### src/serdes_eye_scan_pkg.sv
// Package for the eye-scan status and lane tuning block
// Assumes a byte-wide configuration register port with 10-bit byte addresses
package serdes_eye_scan_pkg;
  localparam int          NUM_LANES         = 16;
  localparam int          NUM_WIRED         = 2;
  localparam logic [3:0]  WIRED_LANE_A      = 4'h6;
  localparam logic [3:0]  WIRED_LANE_B      = 4'hE;
  localparam logic [9:0]  ADDR_CLEAR        = 10'h1F5;
  localparam logic [9:0]  ADDR_COMPLETE_LO  = 10'h1F6;
  localparam logic [9:0]  ADDR_COMPLETE_HI  = 10'h1F7;
  localparam logic [9:0]  ADDR_VOLT_BASE    = 10'h200;
  localparam logic [9:0]  ADDR_COUNT_BASE   = 10'h210;
  localparam logic [9:0]  ADDR_LOSS_TH      = 10'h234;
  localparam logic [9:0]  ADDR_VOTE_SIZE    = 10'h235;
  localparam logic [9:0]  ADDR_FREEZE       = 10'h238;
  localparam logic [7:0]  RESET_CLEAR       = 8'h00;
  localparam logic [7:0]  RESET_LOSS_TH     = 8'h08;
  localparam logic [7:0]  RESET_VOTE_SIZE   = 8'h00;
  localparam logic [7:0]  RESET_FREEZE      = 8'h00;
  localparam int          CLEAR_BIT         = 0;
  localparam int          FREEZE_BIT        = 0;
  localparam int          VOLT_WIDTH        = 6;
  localparam int          BITS_PER_WORD     = 20;
  localparam logic [4:0]  LAST_BIT_POS      = 5'h13;
  localparam logic [8:0]  VOTES_DEFAULT     = 9'h1FF;
  localparam logic [15:0] LEN_127           = 16'h007F;
  localparam logic [15:0] LEN_1032          = 16'h0408;
  localparam logic [15:0] LEN_8191          = 16'h1FFF;
  localparam logic [15:0] LEN_65535         = 16'hFFFF;

  typedef enum logic [3:0] {
    MODE_OFF         = 4'h0,
    MODE_COMPARE     = 4'h1,
    MODE_CMP_ZEROS   = 4'h2,
    MODE_CMP_ONES    = 4'h3,
    MODE_COUNT_ONES  = 4'h4,
    MODE_AVG_ZERO    = 4'h8,
    MODE_OUTER_ZERO  = 4'h9,
    MODE_INNER_ZERO  = 4'hA,
    MODE_AVG_ONE     = 4'hC,
    MODE_OUTER_ONE   = 4'hD,
    MODE_INNER_ONE   = 4'hE
  } scan_mode_e;
endpackage : serdes_eye_scan_pkg

### src/serdes_eye_scan_results.sv
// Eye-scan engines for the wired lanes plus the shared lane tuning registers
// Assumes sampler bits arrive asynchronously on pins; scan setup comes from same-clock registers
`timescale 1ns/1ps
module serdes_eye_scan_results
  import serdes_eye_scan_pkg::*;
(
  input  wire logic                 clk,
  input  wire logic                 rst,
  input  wire logic [9:0]           reg_addr,
  input  wire logic [7:0]           reg_wdata,
  input  wire logic                 reg_write,
  output logic      [7:0]           reg_rdata,
  input  wire logic [3:0]           scan_mode_select,
  input  wire logic                 scan_run,
  input  wire logic [1:0]           scan_length,
  input  wire logic [4:0]           scan_bit_position,
  input  wire logic                 signal_loss_detect_enable,
  input  wire logic [NUM_WIRED-1:0] lane_data_bit,
  input  wire logic [NUM_WIRED-1:0] lane_scan_bit,
  input  wire logic [NUM_WIRED-1:0] lane_sample_valid,
  output logic      [7:0]           loss_threshold_mv,
  output logic      [8:0]           equalizer_vote_target,
  output logic                      recovery_freeze
);

  function automatic logic [8:0] vote_decode(input logic [3:0] code);
    logic [8:0] v;
    v = VOTES_DEFAULT;
    if (code >= 4'h2 && code <= 4'h9) begin
      v = 9'((10'h001 << (code - 4'h1)) - 10'h001);
    end
    return v;
  endfunction : vote_decode

  function automatic logic [15:0] length_decode(input logic [1:0] len);
    logic [15:0] n;
    case (len)
      2'h0:    n = LEN_127;
      2'h1:    n = LEN_1032;
      2'h2:    n = LEN_8191;
      default: n = LEN_65535;
    endcase
    return n;
  endfunction : length_decode

  logic [7:0]  error_counter_clear;
  logic [7:0]  signal_loss_threshold;
  logic [7:0]  equalizer_vote_size;
  logic [7:0]  freeze_reg;
  logic        scan_run_q;
  logic [NUM_WIRED-1:0] data_s1, data_s2, scan_s1, scan_s2, valid_s1, valid_s2;

  logic [NUM_WIRED-1:0]        wired_done;
  logic [15:0]                 wired_count [NUM_WIRED];
  logic [VOLT_WIDTH-1:0]       wired_volt  [NUM_WIRED];

  wire        clear_pulse = error_counter_clear[CLEAR_BIT] & reg_write & (reg_addr == ADDR_CLEAR)
                            & ~reg_wdata[CLEAR_BIT];
  wire        run_start   = scan_run & ~scan_run_q;
  wire [15:0] run_length  = length_decode(scan_length);
  wire        volt_mode   = scan_mode_select[3] & (scan_mode_select != 4'hB) & (scan_mode_select != 4'hF);
  wire        volt_target = scan_mode_select[2];

  // Shared configuration registers
  always_ff @(posedge clk) begin
    if (rst) begin
      error_counter_clear   <= RESET_CLEAR;
      signal_loss_threshold <= RESET_LOSS_TH;
      equalizer_vote_size   <= RESET_VOTE_SIZE;
      freeze_reg            <= RESET_FREEZE;
    end else if (reg_write) begin
      if (reg_addr == ADDR_CLEAR) begin
        error_counter_clear <= reg_wdata;
      end else if (reg_addr == ADDR_LOSS_TH) begin
        signal_loss_threshold <= reg_wdata;
      end else if (reg_addr == ADDR_VOTE_SIZE) begin
        equalizer_vote_size <= reg_wdata;
      end else if (reg_addr == ADDR_FREEZE) begin
        freeze_reg <= reg_wdata;
      end
    end
  end

  // Decoded tuning outputs; reserved loss codes give no threshold
  wire [3:0] loss_code     = signal_loss_threshold[3:0];
  wire [7:0] next_loss_mv  = (signal_loss_detect_enable && loss_code >= 4'h2) ?
                             8'({4'h0, loss_code} * 8'h0F) : 8'h00;
  wire       next_freeze   = freeze_reg[FREEZE_BIT];

  always_ff @(posedge clk) begin
    if (rst) begin
      loss_threshold_mv     <= 8'h00;
      equalizer_vote_target <= VOTES_DEFAULT;
      recovery_freeze       <= 1'b0;
      scan_run_q            <= 1'b0;
      data_s1               <= '0;
      data_s2               <= '0;
      scan_s1               <= '0;
      scan_s2               <= '0;
      valid_s1              <= '0;
      valid_s2              <= '0;
    end else begin
      loss_threshold_mv     <= next_loss_mv;
      equalizer_vote_target <= vote_decode(equalizer_vote_size[3:0]);
      recovery_freeze       <= next_freeze;
      scan_run_q            <= scan_run;
      data_s1               <= lane_data_bit;
      data_s2               <= data_s1;
      scan_s1               <= lane_scan_bit;
      scan_s2               <= scan_s1;
      valid_s1              <= lane_sample_valid;
      valid_s2              <= valid_s1;
    end
  end

  // One scan engine per wired lane
  genvar g;
  generate
    for (g = 0; g < NUM_WIRED; g++) begin : gen_lane
      logic [4:0]            bit_pos;
      logic [15:0]           analysed;
      logic [15:0]           scan_error_counter;
      logic [VOLT_WIDTH-1:0] volt;
      logic                  done;

      wire d = data_s2[g];
      wire s = scan_s2[g];
      wire at_pos     = valid_s2[g] & (bit_pos == scan_bit_position);
      wire active     = scan_run & ~done & (scan_mode_select != MODE_OFF) & ~run_start;
      wire considered = (scan_mode_select == MODE_CMP_ZEROS) ? ~d :
                        (scan_mode_select == MODE_CMP_ONES)  ?  d :
                        volt_mode ? (d == volt_target) : 1'b1;
      wire take       = active & at_pos & considered;
      wire hit        = (scan_mode_select == MODE_COMPARE || scan_mode_select == MODE_CMP_ZEROS ||
                         scan_mode_select == MODE_CMP_ONES) ? (s != d) :
                        (scan_mode_select == MODE_COUNT_ONES) ? s : 1'b0;
      wire volt_up    = s ^ ~volt_target;
      wire volt_max   = (volt == 6'h1F);
      wire volt_min   = (volt == 6'h20);
      wire [VOLT_WIDTH-1:0] next_volt = !(take && volt_mode) ? volt :
                                        (volt_up && !volt_max) ? volt + 6'h01 :
                                        (!volt_up && !volt_min) ? volt - 6'h01 : volt;
      wire [4:0] next_bit_pos = !valid_s2[g] ? bit_pos :
                                (bit_pos == LAST_BIT_POS) ? 5'h00 : bit_pos + 5'h01;

      always_ff @(posedge clk) begin
        if (rst) begin
          bit_pos            <= 5'h00;
          analysed           <= 16'h0000;
          scan_error_counter <= 16'h0000;
          volt               <= '0;
          done               <= 1'b0;
        end else begin
          bit_pos <= next_bit_pos;
          volt    <= run_start ? '0 : next_volt;
          if (run_start) begin
            done     <= 1'b0;
            analysed <= 16'h0000;
          end else if (take) begin
            analysed <= analysed + 16'h0001;
            done     <= (analysed + 16'h0001 == run_length);
          end
          if (clear_pulse) begin
            scan_error_counter <= 16'h0000;
          end else if (take && hit && scan_error_counter != 16'hFFFF) begin
            scan_error_counter <= scan_error_counter + 16'h0001;
          end
        end
      end

      assign wired_done[g]  = done;
      assign wired_count[g] = scan_error_counter;
      assign wired_volt[g]  = volt;
    end
  endgenerate

  // Map wired engines onto the sixteen physical lanes
  logic [NUM_LANES-1:0] lane_scan_complete;
  always_comb begin
    lane_scan_complete               = '0;
    lane_scan_complete[WIRED_LANE_A] = wired_done[0];
    lane_scan_complete[WIRED_LANE_B] = wired_done[1];
  end

  wire [9:0] volt_off   = reg_addr - ADDR_VOLT_BASE;
  wire [9:0] count_off  = reg_addr - ADDR_COUNT_BASE;
  wire [3:0] count_lane = count_off[4:1];
  wire       in_volt    = (reg_addr >= ADDR_VOLT_BASE) && (reg_addr < ADDR_COUNT_BASE);
  wire       in_count   = (reg_addr >= ADDR_COUNT_BASE) && (count_off < 10'h020);
  wire [15:0] sel_count = (count_lane == WIRED_LANE_A) ? wired_count[0] :
                          (count_lane == WIRED_LANE_B) ? wired_count[1] : 16'h0000;
  wire [7:0]  sel_volt  = (volt_off[3:0] == WIRED_LANE_A) ? {2'b00, wired_volt[0]} :
                          (volt_off[3:0] == WIRED_LANE_B) ? {2'b00, wired_volt[1]} : 8'h00;

  logic [7:0] next_rdata;
  always_comb begin
    next_rdata = 8'h00;
    if (reg_addr == ADDR_CLEAR) begin
      next_rdata = error_counter_clear;
    end else if (reg_addr == ADDR_COMPLETE_LO) begin
      next_rdata = lane_scan_complete[7:0];
    end else if (reg_addr == ADDR_COMPLETE_HI) begin
      next_rdata = lane_scan_complete[15:8];
    end else if (in_volt) begin
      next_rdata = sel_volt;
    end else if (in_count) begin
      next_rdata = count_off[0] ? sel_count[15:8] : sel_count[7:0];
    end else if (reg_addr == ADDR_LOSS_TH) begin
      next_rdata = signal_loss_threshold;
    end else if (reg_addr == ADDR_VOTE_SIZE) begin
      next_rdata = equalizer_vote_size;
    end else if (reg_addr == ADDR_FREEZE) begin
      next_rdata = freeze_reg;
    end
  end

  always_ff @(posedge clk) begin
    if (rst) begin
      reg_rdata <= 8'h00;
    end else begin
      reg_rdata <= next_rdata;
    end
  end

endmodule : serdes_eye_scan_results

### config.mk
export PLATFORM = sky130hd
export DESIGN_NAME = serdes_eye_scan_results
export DESIGN_NICKNAME = d
export VERILOG_FILES = /design/src/serdes_eye_scan_pkg.sv /design/src/serdes_eye_scan_results.sv
export SDC_FILE = /design/constraint.sdc
export NUM_CORES = 1
export LEC_CHECK = 0
export BUFFER_PORTS_ARGS = -buffer_cell sky130_fd_sc_hd__buf_4
export CAP_MARGIN = 20
export CORE_MARGIN = 3
export CORE_UTILIZATION = 61
export DETAILED_ROUTE_END_ITERATION = 16
export PLACE_DENSITY = 0.8
export SYNTH_ARGS = -nofsm -noshare
export SYNTH_HDL_FRONTEND = slang
export SYNTH_SLANG_ARGS = --single-unit
### constraint.sdc
create_clock -name clk -period 3.2 [get_ports clk]
set_input_delay 0.16 -clock clk [delete_from_list [all_inputs] [get_ports clk]]
set_output_delay 0.16 -clock clk [all_outputs]
set_load 0.02 [all_outputs]
==> impl_metrics.env <==
export IMPL_status="complete, no violations"
export IMPL_hold_ws_ps=13.31
export IMPL_cts_resized=0
export IMPL_dp_cells=1275
export IMPL_r2r_end="loss_threshold_mv[7]"
export IMPL_p_int_uw=3375
export IMPL_start_util=0.6236
export IMPL_die_h_um=128.1
export IMPL_power_density_nw_per_um2=419.2
export IMPL_finClkSkew_ps=7.390
export IMPL_p_sw_frac=0.2232
export IMPL_wire_per_inst_um=15.85
export IMPL_drc=0
export IMPL_grt_remaining_overflow=0
export IMPL_clkPwrFrac=0.476
export IMPL_ys_ff_latch=159
export IMPL_report_final_slew_viol_count=0
export IMPL_clock_sinks=159
export IMPL_r2r_setup_slack_ps=340
export IMPL_worstSetupPathDepth=9
export IMPL_htree_num_levels=4
export IMPL_routed_wl_um=20850
export IMPL_port_buffers=65
export IMPL_slew_headroom=0.2918
export IMPL_layout_cells_non_filler=1316
export IMPL_grt_busiest_layer="met2"
export IMPL_p_switching_uw=969.9
export IMPL_endpoint_kind="register"
export IMPL_finalSetupViolCount=0
export IMPL_fp_dieW_um=128.1
export IMPL_rsz0062_at_grt="no"
export IMPL_synth_top_area_frac=0.3499
export IMPL_fin_setup_tns_ps=0
export IMPL_hold_viol_final=0
export IMPL_dp_hpwl_um=15050
export IMPL_grtUsageMet2=0.4134
export IMPL_cp_max_fo=8
export IMPL_max_freq_ghz=0.3496
export IMPL_postSynthCellCount=1071
export IMPL_die_area_um2=16410
export IMPL_synth_flop_cell="dfxtp_1"
export IMPL_layout_common_cells="dfxtp_1, nor2_1, buf_4"
export IMPL_finalWorstSetupSlack_ps=339.3
export IMPL_required_ps=3470
export IMPL_viasPerCell=6.051
export IMPL_synth_distinct_cells=69
export IMPL_path_cells="fa_1 -> fa_1 -> ha_1 -> a21o_1 -> a21oi_1 -> o21bai_1 -> a21oi_1 -> xor2_1 -> nor2_1"
export IMPL_grt_antenna_before_repair=0
export IMPL_cts_clk_slew_worst_paths_ps=60
export IMPL_worstPathBufferInverterCount=0
export IMPL_yosysWarnings=0
export IMPL_clockBufferDepth=2
export IMPL_critPathLaunchType="register"
export IMPL_grt_util_met3=0.05583
export IMPL_critical_path_top_delay_family="adder cells"
export IMPL_area_delta_synth_final_pct=13.92
export IMPL_antenna_cells=0
export IMPL_r2r_start="signal_loss_threshold[1]"
export IMPL_power_leakage_uw=0.004105
export IMPL_std_cell_rows=44
export IMPL_syn_area_um2=9097
export IMPL_grt_start_max_net_pins=43
export IMPL_seq_power_share=0.461
export IMPL_coreArea_um2=14590
export IMPL_combPwrFrac=0.063
export IMPL_final_common_cell="dfxtp_1"
export IMPL_vias=7963
export IMPL_io_pins=66
export IMPL_drtAntennaViolNets=0
export IMPL_fin_nets=1197
export IMPL_synth_nets=1149
export IMPL_cts_tree="yes"
export IMPL_drive_gt1_frac=0.1131
export IMPL_synthArstFlopShare=0
export IMPL_cpPeakStageDelay_ps=520
export IMPL_grt_usage=0.2558
export IMPL_cts_inserted_buffers=17
export IMPL_maxCapViolations=0
export IMPL_drt_pass1_iterations=6
export IMPL_synth_edf_count=0
export IMPL_grt_pass1_vias=7167
export IMPL_ys_seq_area_frac=0.3499
export IMPL_crit_type="reg2reg"
export IMPL_min_path_type="in2reg"
export IMPL_met1_usage=0.3473
export IMPL_dpl_cell_area_um2=9672
export IMPL_vdd_drop_max_mv=0.4288
export IMPL_reg_top3="gen_lane.analysed x32, gen_lane.scan_error_counter x32, gen_lane.volt x12"
export IMPL_grt_pass1_wl_um=34640
export IMPL_gp_congestion=0.8677
export IMPL_insertion_delay_ps=420
export IMPL_endpoint="loss_threshold_mv[7]"
export IMPL_worst_pin_slew_ps=1053
export IMPL_reg2reg_depth=9
export IMPL_syn_area_per_cell_um2=8.494
export IMPL_place_ws_ps=343.5
export IMPL_cts_hold_buffers=9
export IMPL_post_route_period_util=0.8940
export IMPL_arrival_ps=3130
export IMPL_post_cts_setup_buffer_count=0
export IMPL_drt_iter0_drc=606
export IMPL_fin_crit_ps=2861
export IMPL_synth_top_area_cell="dfxtp_1"
export IMPL_cpMaxStageDelayCell="dfxtp_1"
export IMPL_root_buffer="clkbuf_16"
export IMPL_finish_instance_area_um2=10360
export IMPL_synthTopCellsByArea="dfxtp_1, mux2i_1, nor2_1"
export IMPL_cp_startpoint="signal_loss_threshold[1]"
-- stage by stage --
stage	total power, uW	util
after floorplan	2206	-
after global placement	2304	0.6630
after detailed placement	2308	0.6630
after CTS	4378	0.7104
after global routing	4483	0.7104
final	4345	0.7104
-- cell usage after synthesis, types with 3 or more instances --
| master | count |
|---|---|
| nor4_1 | 26 |
| fa_1 | 7 |
| inv_1 | 46 |
| a21o_1 | 7 |
| a21oi_1 | 58 |
| nand3b_1 | 4 |
| nor3b_1 | 6 |
| or3_1 | 15 |
| o21ai_0 | 50 |
| nand4b_1 | 3 |
| a32o_1 | 7 |
| nand2b_1 | 6 |
| dfxtp_1 | 159 |
| buf_2 | 10 |
| o21a_1 | 4 |
| a31o_2 | 6 |
| o31ai_1 | 11 |
| xor2_1 | 46 |
| nand3_1 | 35 |
| nor3_1 | 25 |
| or4_1 | 14 |
| or2_2 | 3 |
| o211ai_1 | 16 |
| and2_1 | 7 |
| xnor2_1 | 43 |
| and3b_1 | 8 |
| nor2_1 | 114 |
| a2bb2oi_1 | 6 |
| a31oi_1 | 7 |
| nand2_1 | 70 |
| mux2i_1 | 49 |
| mux2_2 | 3 |
| and4_1 | 8 |
| nand4_1 | 33 |
| nor2b_1 | 22 |
| o41ai_1 | 4 |
| and3_1 | 15 |
| ha_1 | 31 |
| clkbuf_1 | 43 |
| mux4_2 | 8 |
| nor4b_1 | 3 |
-- routing by layer --
metal / vias to the layer above / wire, um
met4: 0 / 366
li1: 3969 / -
met2: 201 / 9743
met1: 3766 / 9698
met3: 27 / 1045
met5: - / 0
-- power groups by stage --
stage,Clock (uW),Combinational (uW),Sequential [uW]
2_1_floorplan,0,156,2050
3_3_place_gp,0,258,2050
3_5_place_dp,0,262,2050
4_1_cts,2100,271,2000
5_1_grt,2180,298,2000
6_report,2070,273,2000
-- cell families after synthesis --
kind of cell / count (synthesis) / share of synthesized area
AOI/OAI and AO/OA: 197 / 0.1389
muxes: 60 / 0.07743
other: 1 / 0.0004122
adders and majority gates: 38 / 0.05804
xor gates and xnor gates: 89 / 0.08568
DFF: 159 / 0.3499
and+or+nand+nor: 424 / 0.2449
buffers and inverters: 103 / 0.04470
-- worst min-delay path by stage --
stage                                    start  cells after the start  slack (ps)                       end
after floorplan                   reg_wdata[3]                      2         290  signal_loss_threshold[3]
after global placement    lane_sample_valid[0]                      2         370               valid_s1[0]
after detailed placement      lane_data_bit[0]                      2         380                data_s1[0]
after CTS                         reg_wdata[4]                      3           2    error_counter_clear[4]
after global routing              reg_wdata[6]                      3          10             freeze_reg[6]
final                             reg_wdata[7]                      3          10  signal_loss_threshold[7]
-- tightest hold or removal path: stages --
cell,delay (ps)
buf_4,110
mux2i_1,60
nor2_1,70
-- cell type report --
| class | count | area [um2] |
|---|---|---|
| Multi-Input combinational cell | 809 | 5512 |
| Fill cell | 1133 | 4225 |
| Sequential cell | 159 | 3183 |
| Timing Repair Buffer | 85 | 660.6 |
| Clock buffer | 23 | 467.9 |
| Tap cell | 184 | 230.2 |
| Inverter | 47 | 176.4 |
| Clock inverter | 9 | 133.9 |
(Power assumes the default switching activity.)
